$ cat config.mk
export PLATFORM = sky130hd
export DESIGN_NAME = ais_input_select
export DESIGN_NICKNAME = d
export VERILOG_FILES = /design/src/design/ais_input_select.v
export VERILOG_INCLUDE_DIRS = /design/src /design/src/design
export SDC_FILE = /design/constraint.sdc
export NUM_CORES = 1
export LEC_CHECK = 0
export BUFFER_PORTS_ARGS = -buffer_cell sky130_fd_sc_hd__buf_2
export CORE_MARGIN = 8
export CORE_UTILIZATION = 58
export CTS_BUF_LIST = sky130_fd_sc_hd__clkbuf_8 sky130_fd_sc_hd__clkbuf_16
export DETAILED_ROUTE_END_ITERATION = 6
export PLACE_DENSITY_LB_ADDON = 0.15
export SYNTH_ARGS = -nofsm -noshare
export SYNTH_HDL_FRONTEND = slang
export SYNTH_SLANG_ARGS = --single-unit
$ cat constraint.sdc
create_clock -name sys_clk -period 6.3 [get_ports sys_clk]
set_input_delay 1.26 -clock sys_clk [delete_from_list [all_inputs] [get_ports sys_clk]]
set_output_delay 1.26 -clock sys_clk [all_outputs]
set_load 0.01 [all_outputs]
$ cat src/design/ais_defines.vh
// Constants for the converter input select and scan block.
// Assumes a 16-bit register port and one system clock domain.
//
// Overview of operation
// - Mux B negative bit set routes analog input 1, clear routes negative ref.
// - Mux B positive codes 0 through 23 pick analog pins 0 through 23.
// - Codes 24..27 pick half bandgap, full bandgap, core supply, sixth bandgap.
// - Code 31 connects nothing; all inputs float for the charge time unit.
// - Mux A negative bit behaves exactly like the mux B negative bit.
// - Mux A positive field in bits 4..0 decodes like the mux B field.
// - Bits 14..13 and 6..5 of the input select register read zero.
// - Small package variant offers no analog inputs 16 through 23.
// - Bandgap config bits 2,1,0 enable sixth, half and full references.
// - Each low scan mask bit adds the channel of the same index.
// - High scan mask bits 7..0 add channels 16..23; absent on small package.
// - High scan bits 8..11 add half, full, core supply, sixth reference.
// - Conversion clock period is cycle time times divider value plus one.
// - All implemented register bits are zero after reset.
// - Scan mask acts only with scan enable set; it overrides mux A positive.
// - Alternate mode samples A first, then B and A in turn; else always A.
`ifndef AIS_DEFINES_VH
`define AIS_DEFINES_VH

// ----------------------------------------------------------------------
// Register offsets (word index on the register port)
// ----------------------------------------------------------------------
`define AIS_OFS_INPUT_SELECT 3'h0
`define AIS_OFS_BANDGAP_CFG 3'h1
`define AIS_OFS_SCAN_LOW 3'h2
`define AIS_OFS_SCAN_HIGH 3'h3
`define AIS_OFS_SEQ_CTRL 3'h4
`define AIS_OFS_CLK_DIV 3'h5
`define AIS_OFS_STATUS 3'h6

// ----------------------------------------------------------------------
// Writable masks and reset values
// ----------------------------------------------------------------------
`define AIS_MASK_INPUT_SELECT 16'h9F9F
`define AIS_MASK_BANDGAP_CFG 16'h0007
`define AIS_MASK_SCAN_LOW 16'hFFFF
`define AIS_MASK_SCAN_HIGH 16'h0FFF
`define AIS_MASK_SCAN_HIGH_SMALL 16'h0F00
`define AIS_MASK_SEQ_CTRL 16'h0401
`define AIS_MASK_CLK_DIV 16'h00FF
`define AIS_RESET_VALUE 16'h0000

// ----------------------------------------------------------------------
// Field positions
// ----------------------------------------------------------------------
`define AIS_BIT_NEG_SEL_B 15
`define AIS_POS_SEL_B_MSB 12
`define AIS_POS_SEL_B_LSB 8
`define AIS_BIT_NEG_SEL_A 7
`define AIS_POS_SEL_A_MSB 4
`define AIS_POS_SEL_A_LSB 0
`define AIS_BIT_SIXTH_REF_ON 2
`define AIS_BIT_HALF_REF_ON 1
`define AIS_BIT_FULL_REF_ON 0
`define AIS_BIT_SCAN_ENABLE 10
`define AIS_BIT_ALT_SAMPLE 0

// ----------------------------------------------------------------------
// Positive select codes
// ----------------------------------------------------------------------
`define AIS_CODE_LAST_PIN 5'h17
`define AIS_CODE_LAST_SMALL_PIN 5'h0F
`define AIS_CODE_HALF_REF 5'h18
`define AIS_CODE_FULL_REF 5'h19
`define AIS_CODE_CORE 5'h1A
`define AIS_CODE_SIXTH_REF 5'h1B
`define AIS_CODE_NONE 5'h1F
`define AIS_SCAN_SLOTS 28
`define AIS_PIN_COUNT 24

`endif

$ cat src/design/ais_input_select.v
// Converter input select, bandgap tap enables, scan and alternate sampling.
// Assumes a synchronous register port and a sample request pulse from the
// converter sequencer, all on sys_clk.
`timescale 1ns/1ns
`default_nettype none
`include "ais_defines.vh"

module ais_input_select #(
    parameter SMALL_PACKAGE = 0
) (
    input wire sys_clk,
    input wire rst_n,
    input wire ce,
    input wire [2:0] reg_addr,
    input wire [15:0] reg_wdata,
    input wire reg_wr,
    input wire reg_rd,
    output reg [15:0] reg_rdata,
    input wire sample_req,
    output reg [23:0] ain_pos_sel,
    output reg half_ref_sel,
    output reg full_ref_sel,
    output reg core_supply_sel,
    output reg sixth_ref_sel,
    output reg neg_ain1_sel,
    output reg neg_vref_sel,
    output reg inputs_floating,
    output reg sixth_ref_on,
    output reg half_ref_on,
    output reg full_ref_on,
    output reg conv_clk_tick
);

// ----------------------------------------------------------------------
// Sequence states
// ----------------------------------------------------------------------
localparam ST_MUX_A = 1'b0;
localparam ST_MUX_B = 1'b1;

// ----------------------------------------------------------------------
// Register file
// ----------------------------------------------------------------------
reg [15:0] input_select_r;
reg [15:0] bandgap_cfg_r;
reg [15:0] scan_low_r;
reg [15:0] scan_high_r;
reg [15:0] seq_ctrl_r;
reg [15:0] clk_div_r;
reg seq_state_r;
reg [4:0] scan_idx_r;
reg [4:0] cur_code_r;
reg cur_neg_r;
reg [7:0] div_cnt_r;

wire [15:0] scan_high_mask;
wire scan_enable_bit;
wire alternate_sample;
wire [27:0] scan_pick;
wire neg_sel_a;
wire neg_sel_b;
wire [4:0] pos_sel_a;
wire [4:0] pos_sel_b;

// Small package loses the upper eight pins in the scan mask
assign scan_high_mask = (SMALL_PACKAGE != 0) ?
    `AIS_MASK_SCAN_HIGH_SMALL : `AIS_MASK_SCAN_HIGH;
assign scan_enable_bit = seq_ctrl_r[`AIS_BIT_SCAN_ENABLE];
assign alternate_sample = seq_ctrl_r[`AIS_BIT_ALT_SAMPLE];
assign scan_pick = {scan_high_r[11:0], scan_low_r};
assign neg_sel_a = input_select_r[`AIS_BIT_NEG_SEL_A];
assign neg_sel_b = input_select_r[`AIS_BIT_NEG_SEL_B];
assign pos_sel_a = input_select_r[`AIS_POS_SEL_A_MSB:`AIS_POS_SEL_A_LSB];
assign pos_sel_b = input_select_r[`AIS_POS_SEL_B_MSB:`AIS_POS_SEL_B_LSB];

always @(posedge sys_clk or negedge rst_n) begin
    if (!rst_n) begin
        input_select_r <= `AIS_RESET_VALUE;
        bandgap_cfg_r <= `AIS_RESET_VALUE;
        scan_low_r <= `AIS_RESET_VALUE;
        scan_high_r <= `AIS_RESET_VALUE;
        seq_ctrl_r <= `AIS_RESET_VALUE;
        clk_div_r <= `AIS_RESET_VALUE;
    end else if (ce && reg_wr) begin
        // Unused bit pairs are masked off so they always read zero
        if (reg_addr == `AIS_OFS_INPUT_SELECT) begin
            input_select_r <= reg_wdata & `AIS_MASK_INPUT_SELECT;
        end else if (reg_addr == `AIS_OFS_BANDGAP_CFG) begin
            bandgap_cfg_r <= reg_wdata & `AIS_MASK_BANDGAP_CFG;
        end else if (reg_addr == `AIS_OFS_SCAN_LOW) begin
            scan_low_r <= reg_wdata & `AIS_MASK_SCAN_LOW;
        end else if (reg_addr == `AIS_OFS_SCAN_HIGH) begin
            scan_high_r <= reg_wdata & scan_high_mask;
        end else if (reg_addr == `AIS_OFS_SEQ_CTRL) begin
            seq_ctrl_r <= reg_wdata & `AIS_MASK_SEQ_CTRL;
        end else if (reg_addr == `AIS_OFS_CLK_DIV) begin
            clk_div_r <= reg_wdata & `AIS_MASK_CLK_DIV;
        end
    end
end

// ----------------------------------------------------------------------
// Register read, data one cycle after the strobe
// ----------------------------------------------------------------------
always @(posedge sys_clk or negedge rst_n) begin
    if (!rst_n) begin
        reg_rdata <= 16'h0000;
    end else if (ce) begin
        if (!reg_rd) begin
            reg_rdata <= 16'h0000;
        end else if (reg_addr == `AIS_OFS_INPUT_SELECT) begin
            reg_rdata <= input_select_r;
        end else if (reg_addr == `AIS_OFS_BANDGAP_CFG) begin
            reg_rdata <= bandgap_cfg_r;
        end else if (reg_addr == `AIS_OFS_SCAN_LOW) begin
            reg_rdata <= scan_low_r;
        end else if (reg_addr == `AIS_OFS_SCAN_HIGH) begin
            reg_rdata <= scan_high_r;
        end else if (reg_addr == `AIS_OFS_SEQ_CTRL) begin
            reg_rdata <= seq_ctrl_r;
        end else if (reg_addr == `AIS_OFS_CLK_DIV) begin
            reg_rdata <= clk_div_r;
        end else if (reg_addr == `AIS_OFS_STATUS) begin
            reg_rdata <= {8'h00, seq_state_r, cur_neg_r, 1'b0, cur_code_r};
        end else begin
            reg_rdata <= 16'h0000;
        end
    end
end

// ----------------------------------------------------------------------
// Scan search: first selected slot at or after the scan index
// ----------------------------------------------------------------------
reg scan_found;
reg [4:0] scan_hit;
integer i;
integer slot;

always @* begin
    scan_found = 1'b0;
    scan_hit = 5'h00;
    slot = 0;
    // Wrapping search keeps order ascending from the index
    for (i = 0; i < `AIS_SCAN_SLOTS; i = i + 1) begin
        slot = scan_idx_r + i;
        if (slot >= `AIS_SCAN_SLOTS) begin
            slot = slot - `AIS_SCAN_SLOTS;
        end
        if (!scan_found && scan_pick[slot]) begin
            scan_found = 1'b1;
            scan_hit = slot[4:0];
        end
    end
end

// ----------------------------------------------------------------------
// Choice of settings for the sample being started
// ----------------------------------------------------------------------
reg use_b;
reg [4:0] pick_code;
reg pick_neg;
reg seq_state_nxt;
reg [4:0] scan_idx_nxt;

always @* begin
    use_b = alternate_sample && (seq_state_r == ST_MUX_B);
    seq_state_nxt = seq_state_r;
    scan_idx_nxt = scan_idx_r;
    if (use_b) begin
        pick_code = pos_sel_b;
        pick_neg = neg_sel_b;
    end else begin
        // Empty mask falls back to the plain mux A field
        if (scan_enable_bit && scan_found) begin
            pick_code = scan_hit;
        end else begin
            pick_code = pos_sel_a;
        end
        pick_neg = neg_sel_a;
    end
    case (seq_state_r)
        ST_MUX_A: begin
            if (alternate_sample) begin
                seq_state_nxt = ST_MUX_B;
            end
            if (scan_enable_bit && scan_found) begin
                if (scan_hit == `AIS_SCAN_SLOTS - 1) begin
                    scan_idx_nxt = 5'h00;
                end else begin
                    scan_idx_nxt = scan_hit + 5'h01;
                end
            end
        end
        default: begin
            seq_state_nxt = ST_MUX_A;
        end
    endcase
end

// Any control write restarts the sequence at the first mux A sample
always @(posedge sys_clk or negedge rst_n) begin
    if (!rst_n) begin
        seq_state_r <= ST_MUX_A;
        scan_idx_r <= 5'h00;
        cur_code_r <= 5'h00;
        cur_neg_r <= 1'b0;
    end else if (ce) begin
        if (reg_wr && reg_addr == `AIS_OFS_SEQ_CTRL) begin
            seq_state_r <= ST_MUX_A;
            scan_idx_r <= 5'h00;
        end else if (sample_req) begin
            seq_state_r <= seq_state_nxt;
            scan_idx_r <= scan_idx_nxt;
            cur_code_r <= pick_code;
            cur_neg_r <= pick_neg;
        end
    end
end

// ----------------------------------------------------------------------
// Decode of the held code onto the analog switches
// ----------------------------------------------------------------------
wire code_is_pin;
assign code_is_pin = (SMALL_PACKAGE != 0) ?
    (cur_code_r <= `AIS_CODE_LAST_SMALL_PIN) :
    (cur_code_r <= `AIS_CODE_LAST_PIN);

genvar g;
generate
    for (g = 0; g < `AIS_PIN_COUNT; g = g + 1) begin : pin_dec
        always @(posedge sys_clk or negedge rst_n) begin
            if (!rst_n) begin
                ain_pos_sel[g] <= 1'b0;
            end else if (ce) begin
                ain_pos_sel[g] <= code_is_pin &&
                    ({27'h0000000, cur_code_r} == g);
            end
        end
    end
endgenerate

always @(posedge sys_clk or negedge rst_n) begin
    if (!rst_n) begin
        half_ref_sel <= 1'b0;
        full_ref_sel <= 1'b0;
        core_supply_sel <= 1'b0;
        sixth_ref_sel <= 1'b0;
        neg_ain1_sel <= 1'b0;
        neg_vref_sel <= 1'b0;
        inputs_floating <= 1'b0;
    end else if (ce) begin
        half_ref_sel <= (cur_code_r == `AIS_CODE_HALF_REF);
        full_ref_sel <= (cur_code_r == `AIS_CODE_FULL_REF);
        core_supply_sel <= (cur_code_r == `AIS_CODE_CORE);
        sixth_ref_sel <= (cur_code_r == `AIS_CODE_SIXTH_REF);
        // The no-channel code drives nothing; codes 28 to 30 still drive the negative input
        if (cur_code_r == `AIS_CODE_NONE) begin
            neg_ain1_sel <= 1'b0;
            neg_vref_sel <= 1'b0;
            inputs_floating <= 1'b1;
        end else begin
            neg_ain1_sel <= cur_neg_r;
            neg_vref_sel <= !cur_neg_r;
            inputs_floating <= 1'b0;
        end
    end
end

// ----------------------------------------------------------------------
// Bandgap tap enables
// ----------------------------------------------------------------------
always @(posedge sys_clk or negedge rst_n) begin
    if (!rst_n) begin
        sixth_ref_on <= 1'b0;
        half_ref_on <= 1'b0;
        full_ref_on <= 1'b0;
    end else if (ce) begin
        sixth_ref_on <= bandgap_cfg_r[`AIS_BIT_SIXTH_REF_ON];
        half_ref_on <= bandgap_cfg_r[`AIS_BIT_HALF_REF_ON];
        full_ref_on <= bandgap_cfg_r[`AIS_BIT_FULL_REF_ON];
    end
end

// ----------------------------------------------------------------------
// Conversion clock, one tick per divider value plus one cycles
// ----------------------------------------------------------------------
always @(posedge sys_clk or negedge rst_n) begin
    if (!rst_n) begin
        div_cnt_r <= 8'h00;
        conv_clk_tick <= 1'b0;
    end else if (ce) begin
        // A divider below the current count forces a wrap on the next cycle
        if (div_cnt_r >= clk_div_r[7:0]) begin
            div_cnt_r <= 8'h00;
            conv_clk_tick <= 1'b1;
        end else begin
            div_cnt_r <= div_cnt_r + 8'h01;
            conv_clk_tick <= 1'b0;
        end
    end
end

endmodule
`default_nettype wire

Yosys cells after proc, flatten, opt, wreduce, memory -nomap -nowiden. Index checks and enable logic that the tools add are counted.

Flip-flop bits (word level): 124. Bits of input ports: 25. Logic and storage cells: 493.

Add/sub/neg operators: 57. Order comparisons: 58. Eq/ne operators: 36. Muxes and demuxes: 193. Bitwise gates (word level): 6. Reduce and logical (&&, ||, !) cells: 96.

Operators by type and width (count): $lt 32x7->1 const B (28); $mux 32 (28); $sub 6x5->7 const B (27); $mux 5 (35); $ge 6x5->1 const B (27); $bmux 1 s5 (28); $mux 1 (93); $add 5x5->6 const B (12); $eq 5x5->1 const B (14); $mux 16 (4); $logic_and 1x1->1 (55); $add 5x4->6 const B (8); $eq 5x4->1 const B (8); $logic_not 1->1 (28); $add 5x3->6 const B (4); $mux 8 (3); $eq 5x3->1 const B (4); $add 5x2->6 const B (2); $mux 12 (1); $mux 11 (1); $eq 5x2->1 const B (2); $eq 3x3->1 const B (3); $add 8x1->8 const B (1); $ge 8x8->1 (1); other kinds (19) (29).

Longest topological paths before layout. Gate-level depths: netlist of the first run.

Depth in word-level cells: 93. Depth in mapped cells: 30. Gate-level depth less buffers: 23.

Least setup slack after synthesis of the first run. OpenSTA, ideal clock, no wires.

Path type: register to register. Start: reg scan_idx_r[1]. End: reg scan_idx_r[2]. Arrival: 6.148 ns. Path slack: 0.061 ns. Stages on the path, launching flop included: 28. Path buffers: 6. Clock period less this slack: 6.239 ns. Cells stage by stage: dfrtp_1 buf_4 buf_6 clkbuf_1 inv_1 ha_1 buf_2 inv_1 clkbuf_1 ha_1 nand2b_1 a211oi_1 o21ba_2 nor2_1 a211o_1 a31o_2 nand3b_1 nand4b_1 buf_4 nor3_1 nor3_1 a21boi_0 o21ba_2 or2_1 ha_1 a21boi_1 and2_1 o31ai_2.

Word-level cells in the longest chain between the ends: 93. Elaborated cells between the ends (all ways): 315. Classes of those cells: 56 x add/sub; 28 x order compare; 1 x eq/ne; 173 x mux; 57 x reduce/logical.

RTL lines: start, declared (RTL line ais_input_select.v:50) `reg [4:0] scan_idx_r;`; start signal, assigned (RTL line ais_input_select.v:212) `scan_idx_r <= scan_idx_nxt;`; parallel branches: the longest is 93 deep, another holds $sub 6x5->7.

Several ways; the timed one is not identified. The select of a mux whose other input is x is not followed. A chain may end at the register's enable or synchronous reset.

Worst setup path in the final report of the first run.
Start: reg scan_idx_r[1]. End: reg scan_idx_r[4].

The elaborated chain is that of the path after synthesis.

==> results of run 1 <==
how the worst max path moves through the flow:
stage	start	endpoint	slack, ps
after global placement	scan_idx_r[2]	scan_idx_r[3]	120
after global routing	scan_idx_r[1]	scan_idx_r[3]	-10
after detailed placement	scan_idx_r[2]	scan_idx_r[3]	40
final	scan_idx_r[1]	scan_idx_r[4]	110
after floorplan	scan_idx_r[1]	scan_idx_r[2]	60
after CTS	scan_idx_r[2]	scan_idx_r[3]	10
kinds of logic (layout without fill, tap and decap cells):
logic type	Yosys count	in the layout	share of synthesized area (%)
xor+xnor	42	42	2.93
fa+ha+maj	46	46	3.81
simple gates	561	561	19.9
buf+inv	214	322	6.18
compound gates	643	643	30.7
flops	124	124	20.5
mux	179	179	15.9
state kept, by name, summed over array words and instances, names as in the netlist, 2 cells and up:
| register | flops |
|---|---|
| ain_pos_sel | 24 |
| bandgap_cfg_r | 3 |
| clk_div_r | 8 |
| cur_code_r | 5 |
| div_cnt_r | 8 |
| input_select_r | 12 |
| reg_rdata | 16 |
| scan_high_r | 12 |
| scan_idx_r | 5 |
| scan_low_r | 16 |
| seq_ctrl_r | 2 |
layout make-up:
class,instances,share of cell area (%)
Multi-Input combinational cell,1471,66.0
Sequential cell,124,18.4
Timing Repair Buffer,184,7.28
Clock buffer,17,2.52
Tap cell,335,2.48
Inverter,106,2.36
Clock inverter,15,0.978
placed cells by master, fill, tap and decap left out, types with 15 or more instances in the layout:
cell type,n
nand2_1,122
dfrtp_1,122
buf_4,107
a21oi_1,106
inv_1,97
nor2_1,96
o21ai_0,92
mux2_2,80
buf_2,74
nand3_1,61
mux2i_1,56
o22ai_1,53
nor3_1,46
ha_1,42
mux4_2,40
a211oi_1,34
and2_1,34
a31oi_1,33
o211ai_1,30
xnor2_1,30
nor2b_1,27
a21o_1,26
nand2b_1,23
or3_1,20
o31ai_1,20
o21a_1,18
nor4_1,17
and3_1,17
nand4_1,17
clkbuf_16,17
a22oi_1,15
a211o_1,15
routing by layer:
metal / routed length (um) / part of all wire [%] / GRT usage, %
met1: 23000 / 37 / 47.5
met2: 27300 / 44 / 59.7
met3: 6430 / 10 / 7.23
met4: 4940 / 8.0 / 27.0
met5: 0 / 0 / 0
repair_timing:
action                                  CTS  global route
hold buffers                              0             0
gates resized for setup                   0            14
endpoints found under the setup margin    0            10
hold endpoints to repair                  0             0
buffers inserted                          0             1
stage by stage:
step / hold WS, ps / setup TNS, ps / setup slack, ps / util (%) / std cells
3_3_place_gp: 462 / 0 / 117 / 62.8 / 2219
3_5_place_dp: 467 / 0 / 39.4 / 62.8 / 2219
6_report: 485 / 0 / 111 / 65.4 / 2252
5_1_grt: 508 / -14.2 / -14.2 / 65.4 / 2252
2_1_floorplan: 445 / 0 / 60.6 / - / 1809
4_1_cts: 485 / 0 / 10.9 / 65.1 / 2251
==> metrics, run 1 <==
CTS root buf clkbuf_16; I/O pins 76; Layout Nets ~2000; clk sink count 124; Final Max Slew Viols 0; H-tree depth 4; top cell type's share of synthesized area 20.5%; total of max-cap violations 0; Max stage delay on crit path around 650 ps; initial detailed-routing violation count 2593; Mapped Cells 1809; Die H 177 um; Reg area between 3000 and 4000 sq um; hold endpoint conv_clk_tick; Avg WL per Cell about 27 um; worst reg2reg startpoint scan_idx_r[1]; final worst path period share approximately 98%; reg2reg end scan_idx_r[4]; antenna cells 0; Via Count 16600; Detail Placement HPWL 46.8 mm; final setup vio count 0; endpoint class of the critical path register; GPL Wtd Cong between 1 and 1.5; YS warnings 0; critical path type register to register; Fmax 162 MHz; top_reg_cell synth dfrtp_1; top-count cell post-synth dfrtp_1; Finished Cell Area 16900 sq um; Final ANT Viol Nets 0; area occupied by multi-input gates 11100 sq um; share of cells above drive strength 1 23.3%; PortBufs 75; drt total wl 61.7 mm; count of flip-flops with a built-in enable after synthesis 0; Data required, critical path ~6600 ps; CP Depth 22; Cell variety after synth about 120; drc violations 8; CTS Buffer Depth 2; CP startpoint kind register; outcome complete, but fails checks; reg2reg path depth 22; crit-path cells buf_4 -> ha_1 -> a21o_1 -> xnor2_2 -> ha_1 -> xnor2_1 -> a311oi_1 -> nor2_1 -> a21oi_1 -> o21ba_2 -> o32ai_1 -> nand3_1 -> or3_1 -> a2111oi_0 -> nor3_1 -> o211ai_1 -> o21ba_2 -> or2_1 -> ha_1 -> a21boi_1 -> mux2i_1 -> a22o_1; total track usage 38.4%; Vias/cell 7.38; critical path arrival between 6000 and 7000 ps; initial antenna violation count 0; area growth from synthesis to layout 11.7%; Starting Density 58.5%; worst-margin pin slew 1190 ps; clock-pin slew on the worst setup and hold paths 60 ps; asr flop ratio synth 100%; worst min path class register to register; CTS buffer count 17; Buf/Inv on CP 1; Crit path max-delay family compound AO/OA/AOI/OAI gates; critical path's most frequent cell ha_1; Yosys top cell by area dfrtp_1; DIE WIDTH 177 um; top post-synthesis cells by count dfrtp_1 (124), nand2_1 (122), a21oi_1 (106); Reg2Reg Setup Slack around 110 ps; vias in the first global route 15900; min cycle time layout 6190 ps; row cnt 59; DP Area 16200 sq um; Critical-path top delay cell o32ai_1; die area 31500 sq um; first-pass GRT wire length 93.8 mm; post-synthesis sequential area ratio 20.5%; failing checks design-rule violations; final hold violations 0; CTS tree built; Synth Cell Area around 15000 sq um; Area contributors post-synth dfrtp_1 (21%), mux2_2 (6.0%), mux4_2 (6.0%); TritonRoute pass-1 iters 7; gr ovfl total 0; post-synth net total 1880; normalized max-slew margin approximately a fifth; Worst-Skew Late Latency 420 ps; RSZ-0062 raised after global routing yes; clk_skew 8.02 ps; Synth Register Bits 124; Hold Path Depth 1; pin count of the biggest net entering global routing 68; Core Region 25800 sq um; hold path start conv_clk_tick; Filler Cells Inserted 2179; CP Max Fanout 20; Mapped Avg Cell Area 8.36 sq um
Power of run 1 is left out: the tool's default activity adds up to more than one toggle a clock period on the data nets, which glitch-free logic cannot reach.
==> inputs of run 2 (changes only) <==
--- a/config.mk
+++ b/config.mk
@@ -14,2 +14,3 @@
 export PLACE_DENSITY_LB_ADDON = 0.15
+export REMOVE_ABC_BUFFERS = 1
 export SYNTH_ARGS = -nofsm -noshare
--- a/constraint.sdc
+++ b/constraint.sdc
@@ -3,2 +3,2 @@
 set_output_delay 1.26 -clock sys_clk [all_outputs]
-set_load 0.01 [all_outputs]
+set_load 0.005 [all_outputs]
==> run 2 against run 1 <==
The flow now finishes without violations. Critical path depth shrank 4. Utilization grew 0.86 points. Die area is the same. Clock skew grew 4.8 ps. Worst setup slack lost 18 ps. Global-route usage shrank 0.11 points. Wire length grew 0.42%. Via count grew 0.14%. Design area grew 1.3%. Hold slack lost 6.0 ps. Clock-buffer cell count grew 13. Critical path type unchanged. Largest cell class unchanged.
==> metrics, run 2 (synthesis results as in run 1) <==
drc violations 0 (-8); row cnt 59 (unchanged); CP Max Fanout 36 (+80%); antenna cells 0 (unchanged); share of cells above drive strength 1 24.0% (+0.78 points); pin count of the biggest net entering global routing 80 (+18%); CP startpoint kind register; I/O pins 76 (unchanged); Vias/cell 7.38 (about the same); TritonRoute pass-1 iters 6 (-1); Avg WL per Cell 27.5 um (+0.25%); Final ANT Viol Nets 0 (unchanged); area growth from synthesis to layout 13.1%; Worst-Skew Late Latency 460 ps (+40 ps); Hold WS 479 ps (-6.01 ps); total of max-cap violations 0 (unchanged); Fmax 161 MHz (-0.30%); Layout Nets 1987 (+0.61%); worst reg2reg startpoint scan_idx_r[3]; critical path type register to register; normalized max-slew margin 10.8% (-9.7 points); drt total wl 61.9 mm (+0.42%); Post-CTS Hold Buffers 0 (unchanged); clk sink count 124 (unchanged); initial detailed-routing violation count 2253 (-13%); commonest non-fill, non-tap cell in the layout nand2_1; CTS buffer count 25 (+8); Data required, critical path 6620 ps (+20 ps); endpoint class of the critical path register; max FFs per register 24 (unchanged); outcome finished, final reports clean; first-pass GRT wire length 93.6 mm (-0.15%); hold path start inputs_floating; critical path arrival 6530 ps (+40 ps); worst-margin pin slew 1330 ps (+145 ps); DIE WIDTH 177 um (unchanged); final hold violations 0 (unchanged); Finished Cell Area 17100 sq um (+1.3%); Top reg by flops ain_pos_sel; GPL Wtd Cong 1.12 (+0.16%); RSZ-0062 raised after global routing yes; Regs by FF count ain_pos_sel: 24 flops, reg_rdata: 16 flops, scan_low_r: 16 flops; Detail Placement HPWL 45.5 mm (-2.8%); PortBufs 75 (unchanged); Final Max Slew Viols 0 (unchanged); CTS root buf clkbuf_16; clock-pin slew on the worst setup and hold paths 50 ps (about the same); clk_skew 12.8 ps (+4.78 ps); DP Area 16300 sq um (+0.22%); min cycle time layout 6210 ps (+18.3 ps); gr ovfl total 0 (unchanged); Worst Setup SP scan_idx_r[3]; Via Count 16600 (+0.14%); H-tree depth 4 (unchanged); Core Region 25800 sq um (unchanged); Starting Density 58.5% (unchanged); CTS tree built; CTS Buffer Depth 3 (+1); most frequent cells in the layout nand2_1 (121), dfrtp_1 (119), buf_4 (111); die area 31500 sq um (unchanged); final core utilization 66.2% (+0.86 points); total track usage 38.3% (-0.11 points); Die H 177 um (unchanged); final worst path period share 98.5% (+0.29 points); initial antenna violation count 2 (+2); final setup vio count 0 (unchanged); worst min path class register to register; vias in the first global route 15900 (+0.30%)
## run 2: through the flow
step                setup TNS (ps)  instances  setup WS, ps
global route                 -30.3       2256         -25.1
detailed placement               0       2222          84.5
global placement                 0       2222          62.8
floorplan                   -13640       1701         -1730
CTS                              0       2254          47.6
finish                           0       2256          92.7
## run 2: repair_timing
item	CTS	global route
gates resized for setup	0	28
endpoints found under the setup margin	0	10
buffers inserted	0	2
## run 2: critical path, cell delays in order, from the launching register on
cell	delay, ps
dfrtp_2	560
buf_4	310
ha_1	230
buf_12	220
nand2b_1	150
xnor2_1	290
mux2_2	390
a221oi_1	410
o21bai_1	280
o211ai_1	300
or4_4	600
nor4b_4	430
buf_4	250
nand3_1	80
a211oi_1	440
a211oi_1	170
a211oi_2	440
mux2i_1	170
o221ai_1	330
## run 2: layout make-up
cell class	instances	area (sq um)
Timing Repair Buffer	188	1260
Sequential cell	124	3110
Clock inverter	2	8.76
Inverter	106	402
Tap cell	335	419
Fill cell	2075	8730
Multi-Input combinational cell	1471	11200
Clock buffer	30	694
## run 2: path summary, 6_finish.rpt
path,to,slack [ps],depth (start not counted)
worst min register to register,inputs_floating,480,1
worst min-delay path,inputs_floating,480,1
worst max register to register,cur_code_r[4],90,18
max in group asynchronous,full_ref_sel,4070,2
min in group asynchronous,conv_clk_tick,810,1
worst max-delay path,cur_code_r[4],90,18
## run 2: routing by layer
metal,global-route usage [%],wire (um),vias up
li1,-,-,7208
met1,47.5,23600,7922
met2,59.0,27100,1195
met3,7.21,6110,322
met4,27.8,5190,0
met5,0,0,-
Power of run 2 is left out for the same reason.
==> inputs of run 3 (changes only) <==
ABC_AREA = 1   (was unset)
CORE_UTILIZATION = 40   (was 58)
==> run 3 against run 2 <==
Non-clock buffer count fell by 70. Worst setup slack improved by 430 ps. Via count fell by 18%. Global-route usage fell by 12 points. Utilization fell by 21 points. Highest routed layer unchanged. Critical path depth rose by 16. Flip-flop and latch count did not move. Register-to-register slack improved by 430 ps.
==> metrics, run 3 <==
outcome finished, final reports clean; Data required, critical path 6610 ps (about the same); final hold violations 0 (unchanged); die area 37000 sq um (+17%); most frequent cells in the layout nand2_1 (579), inv_1 (262), o21ai_0 (240); area growth from synthesis to layout 12.3%; asr flop ratio synth 100% (unchanged); first-pass GRT wire length 73.2 mm (-22%); Buf/Inv on CP 6 (+3); Setup WS post-layout 522 ps (+429 ps); Post-CTS Hold Buffers 0 (unchanged); final worst path period share 91.7% (-6.8 points); Avg WL per Cell 19.3 um (-30%); Top reg by flops ain_pos_sel; Hold Path Depth 2 (+1); Reg2Reg Setup Slack 520 ps (+430 ps); worst min path class register to register; Finished Cell Area 14000 sq um (-18%); met3 routed WL 4.22 mm (-31%); initial detailed-routing violation count 1381 (-39%); pre-CTS setup slack 499 ps (+415 ps); Fmax 173 MHz (+7.4%); Synth Cell Area 12400 sq um (-18%); YS warnings 0 (unchanged); Hold WS 465 ps (-13.8 ps); Regs by FF count ain_pos_sel: 24 flops, reg_rdata: 16 flops, scan_low_r: 16 flops; CTS buffer count 17 (-32%); CTS tree built; GPL Wtd Cong 1.01 (-9.5%); Synth Area in Adders 4.63% (+0.83 points); top post-synthesis cells by count nand2_1 (579), inv_1 (260), o21ai_0 (240); post-synthesis mux area share 0% (-16 points); CTS root buf clkbuf_16; I/O pins 76 (unchanged); final core utilization 45.6% (-21 points); drt total wl 47.9 mm (-23%); vias in the first global route 12600 (-21%); clock-pin slew on the worst setup and hold paths 60 ps (about the same); Layout Nets 2142 (+7.8%); PortBufs 75 (unchanged); Yosys top cell by area dfrtp_1; gr ovfl total 0 (unchanged); Vias/cell 5.51 (-25%); share of cells above drive strength 1 12.4% (-12 points); TritonRoute pass-1 iters 7 (+1); Detail Placement HPWL 38.4 mm (-16%); Post-Synth Simple-Gate Area 34.6% (+15 points); Mapped Cells 1985 (+9.7%); Final ANT Viol Nets 0 (unchanged); top cell type's share of synthesized area 25.0% (+4.5 points); top-count cell post-synth nand2_1; row cnt 64 (+8.5%); Core Region 30600 sq um (+18%); Synth Area in Compound Gates 22.7% (-8.1 points); Synth Register Bits 124 (unchanged); antenna cells 0 (unchanged); Crit path max-delay family simple AND/OR/NAND/NOR gates; Worst-Skew Late Latency 420 ps (-40 ps); pin count of the biggest net entering global routing 70 (-13%); DIE WIDTH 192 um (+8.3%); clk sink count 124 (unchanged); Max stage delay on crit path 390 ps (-210 ps); critical path arrival 6080 ps (-450 ps); DR top layer met4; RSZ-0062 raised after global routing no; metal1 wirelength 22.0 mm (-6.6%); Mapped Avg Cell Area 6.26 sq um (-25%); post-synthesis sequential area ratio 25.0% (+4.5 points); critical path type register to register; Via Count 13700 (-18%); reg2reg path depth 34 (+16); largest family of logic cells by synthesized area simple AND/OR/NAND/NOR gates; total of max-cap violations 0 (unchanged); endpoint class of the critical path register; Die H 192 um (+8.3%); Final Max Slew Viols 0 (unchanged); Starting Density 40.6% (-18 points); Area contributors post-synth dfrtp_1 (25%), nand2_1 (17%), o21ai_0 (9.7%); critical path's most frequent cell nand4_4; drc violations 0 (unchanged); CP Max Fanout 18 (-50%); met2 WL 20.0 mm (-26%); total track usage 25.8% (-12 points); final setup vio count 0 (unchanged); CP Depth 34 (+16); CTS Buffer Depth 2 (-1); count of flip-flops with a built-in enable after synthesis 0 (unchanged); CP startpoint kind register; Cell variety after synth 60 (-48%); max FFs per register 24 (unchanged); initial antenna violation count 0 (-2); xor and xnor area share after synthesis 2.44% (-0.49 points); Critical-path top delay cell o21a_1; DP Area 13300 sq um (-18%); clk_skew 7.47 ps (-5.33 ps); top_reg_cell synth dfrtp_1; normalized max-slew margin 32.6% (+22 points); worst-margin pin slew 1010 ps (-324 ps); H-tree depth 4 (unchanged); commonest non-fill, non-tap cell in the layout nand2_1; min cycle time layout 5780 ps (-429 ps)
==> run 3: cell count changes after synthesis, moves of 34 or more <==
cell,before,now
inv_1,96,260
mux2_2,80,0
mux2i_1,56,0
mux4_2,40,0
nand2_1,122,579
nand2_2,1,35
nand3_1,62,135
nor2_1,96,137
nor3_1,48,9
o21ai_0,92,240
o22ai_1,53,2
==> run 3: timing repair <==
action,4_1_cts,5_1_grt
buffers inserted,0,0
endpoints found under the hold margin,0,0
endpoints found under the setup margin,0,6
gates resized for setup,0,5
==> run 3: path summary, 6_finish.rpt <==
| kind | from | endpoint |
|---|---|---|
| min in group asynchronous | rst_n | ain_pos_sel[4] |
| hold / removal | half_ref_on | half_ref_on |
| hold reg to reg | half_ref_on | half_ref_on |
| max in group asynchronous | rst_n | conv_clk_tick |
| setup / recovery | scan_idx_r[1] | scan_idx_r[2] |
| setup reg to reg | scan_idx_r[1] | scan_idx_r[2] |
==> run 3: kinds of logic (layout without fill, tap and decap cells) <==
group | Yosys count | in the layout
AND/OR/NAND/NOR | 967 | 967
adder cells (fa/ha/maj) | 46 | 46
flip-flops | 124 | 124
AO/OA/AOI/OAI | 485 | 485
XOR/XNOR | 32 | 32
buffers and inverters | 331 | 430
==> run 3: metrics by stage <==
| step | std cells | TNS [ps] |
|---|---|---|
| 3_5_place_dp | 2448 | 0 |
| 5_1_grt | 2480 | 0 |
| 2_1_floorplan | 1934 | -1140 |
| 6_report | 2480 | 0 |
| 4_1_cts | 2480 | 0 |
| 3_3_place_gp | 2448 | 0 |
==> run 3: worst min-delay path, cell delays in order, from the launching register on <==
cell     delay, ps
dfrtp_1        340
nand2_1         50
nand2_1         40
==> run 3: final cells by class <==
| cell class | count | area (sq um) |
|---|---|---|
| Fill cell | 3287 | 16600 |
| Multi-Input combinational cell | 1530 | 8000 |
| Sequential cell | 124 | 3110 |
| Inverter | 280 | 1050 |
| Timing Repair Buffer | 118 | 701 |
| Tap cell | 396 | 495 |
| Clock buffer | 19 | 453 |
| Clock inverter | 13 | 150 |
==> run 3: routing by layer <==
layer / vias up / global-route usage [%]
li1: 6703 / -
met1: 6323 / 36.5
met2: 541 / 37.6
met3: 86 / 5.66
met4: 0 / 9.58
met5: - / 0
Power of run 3 is left out for the same reason.
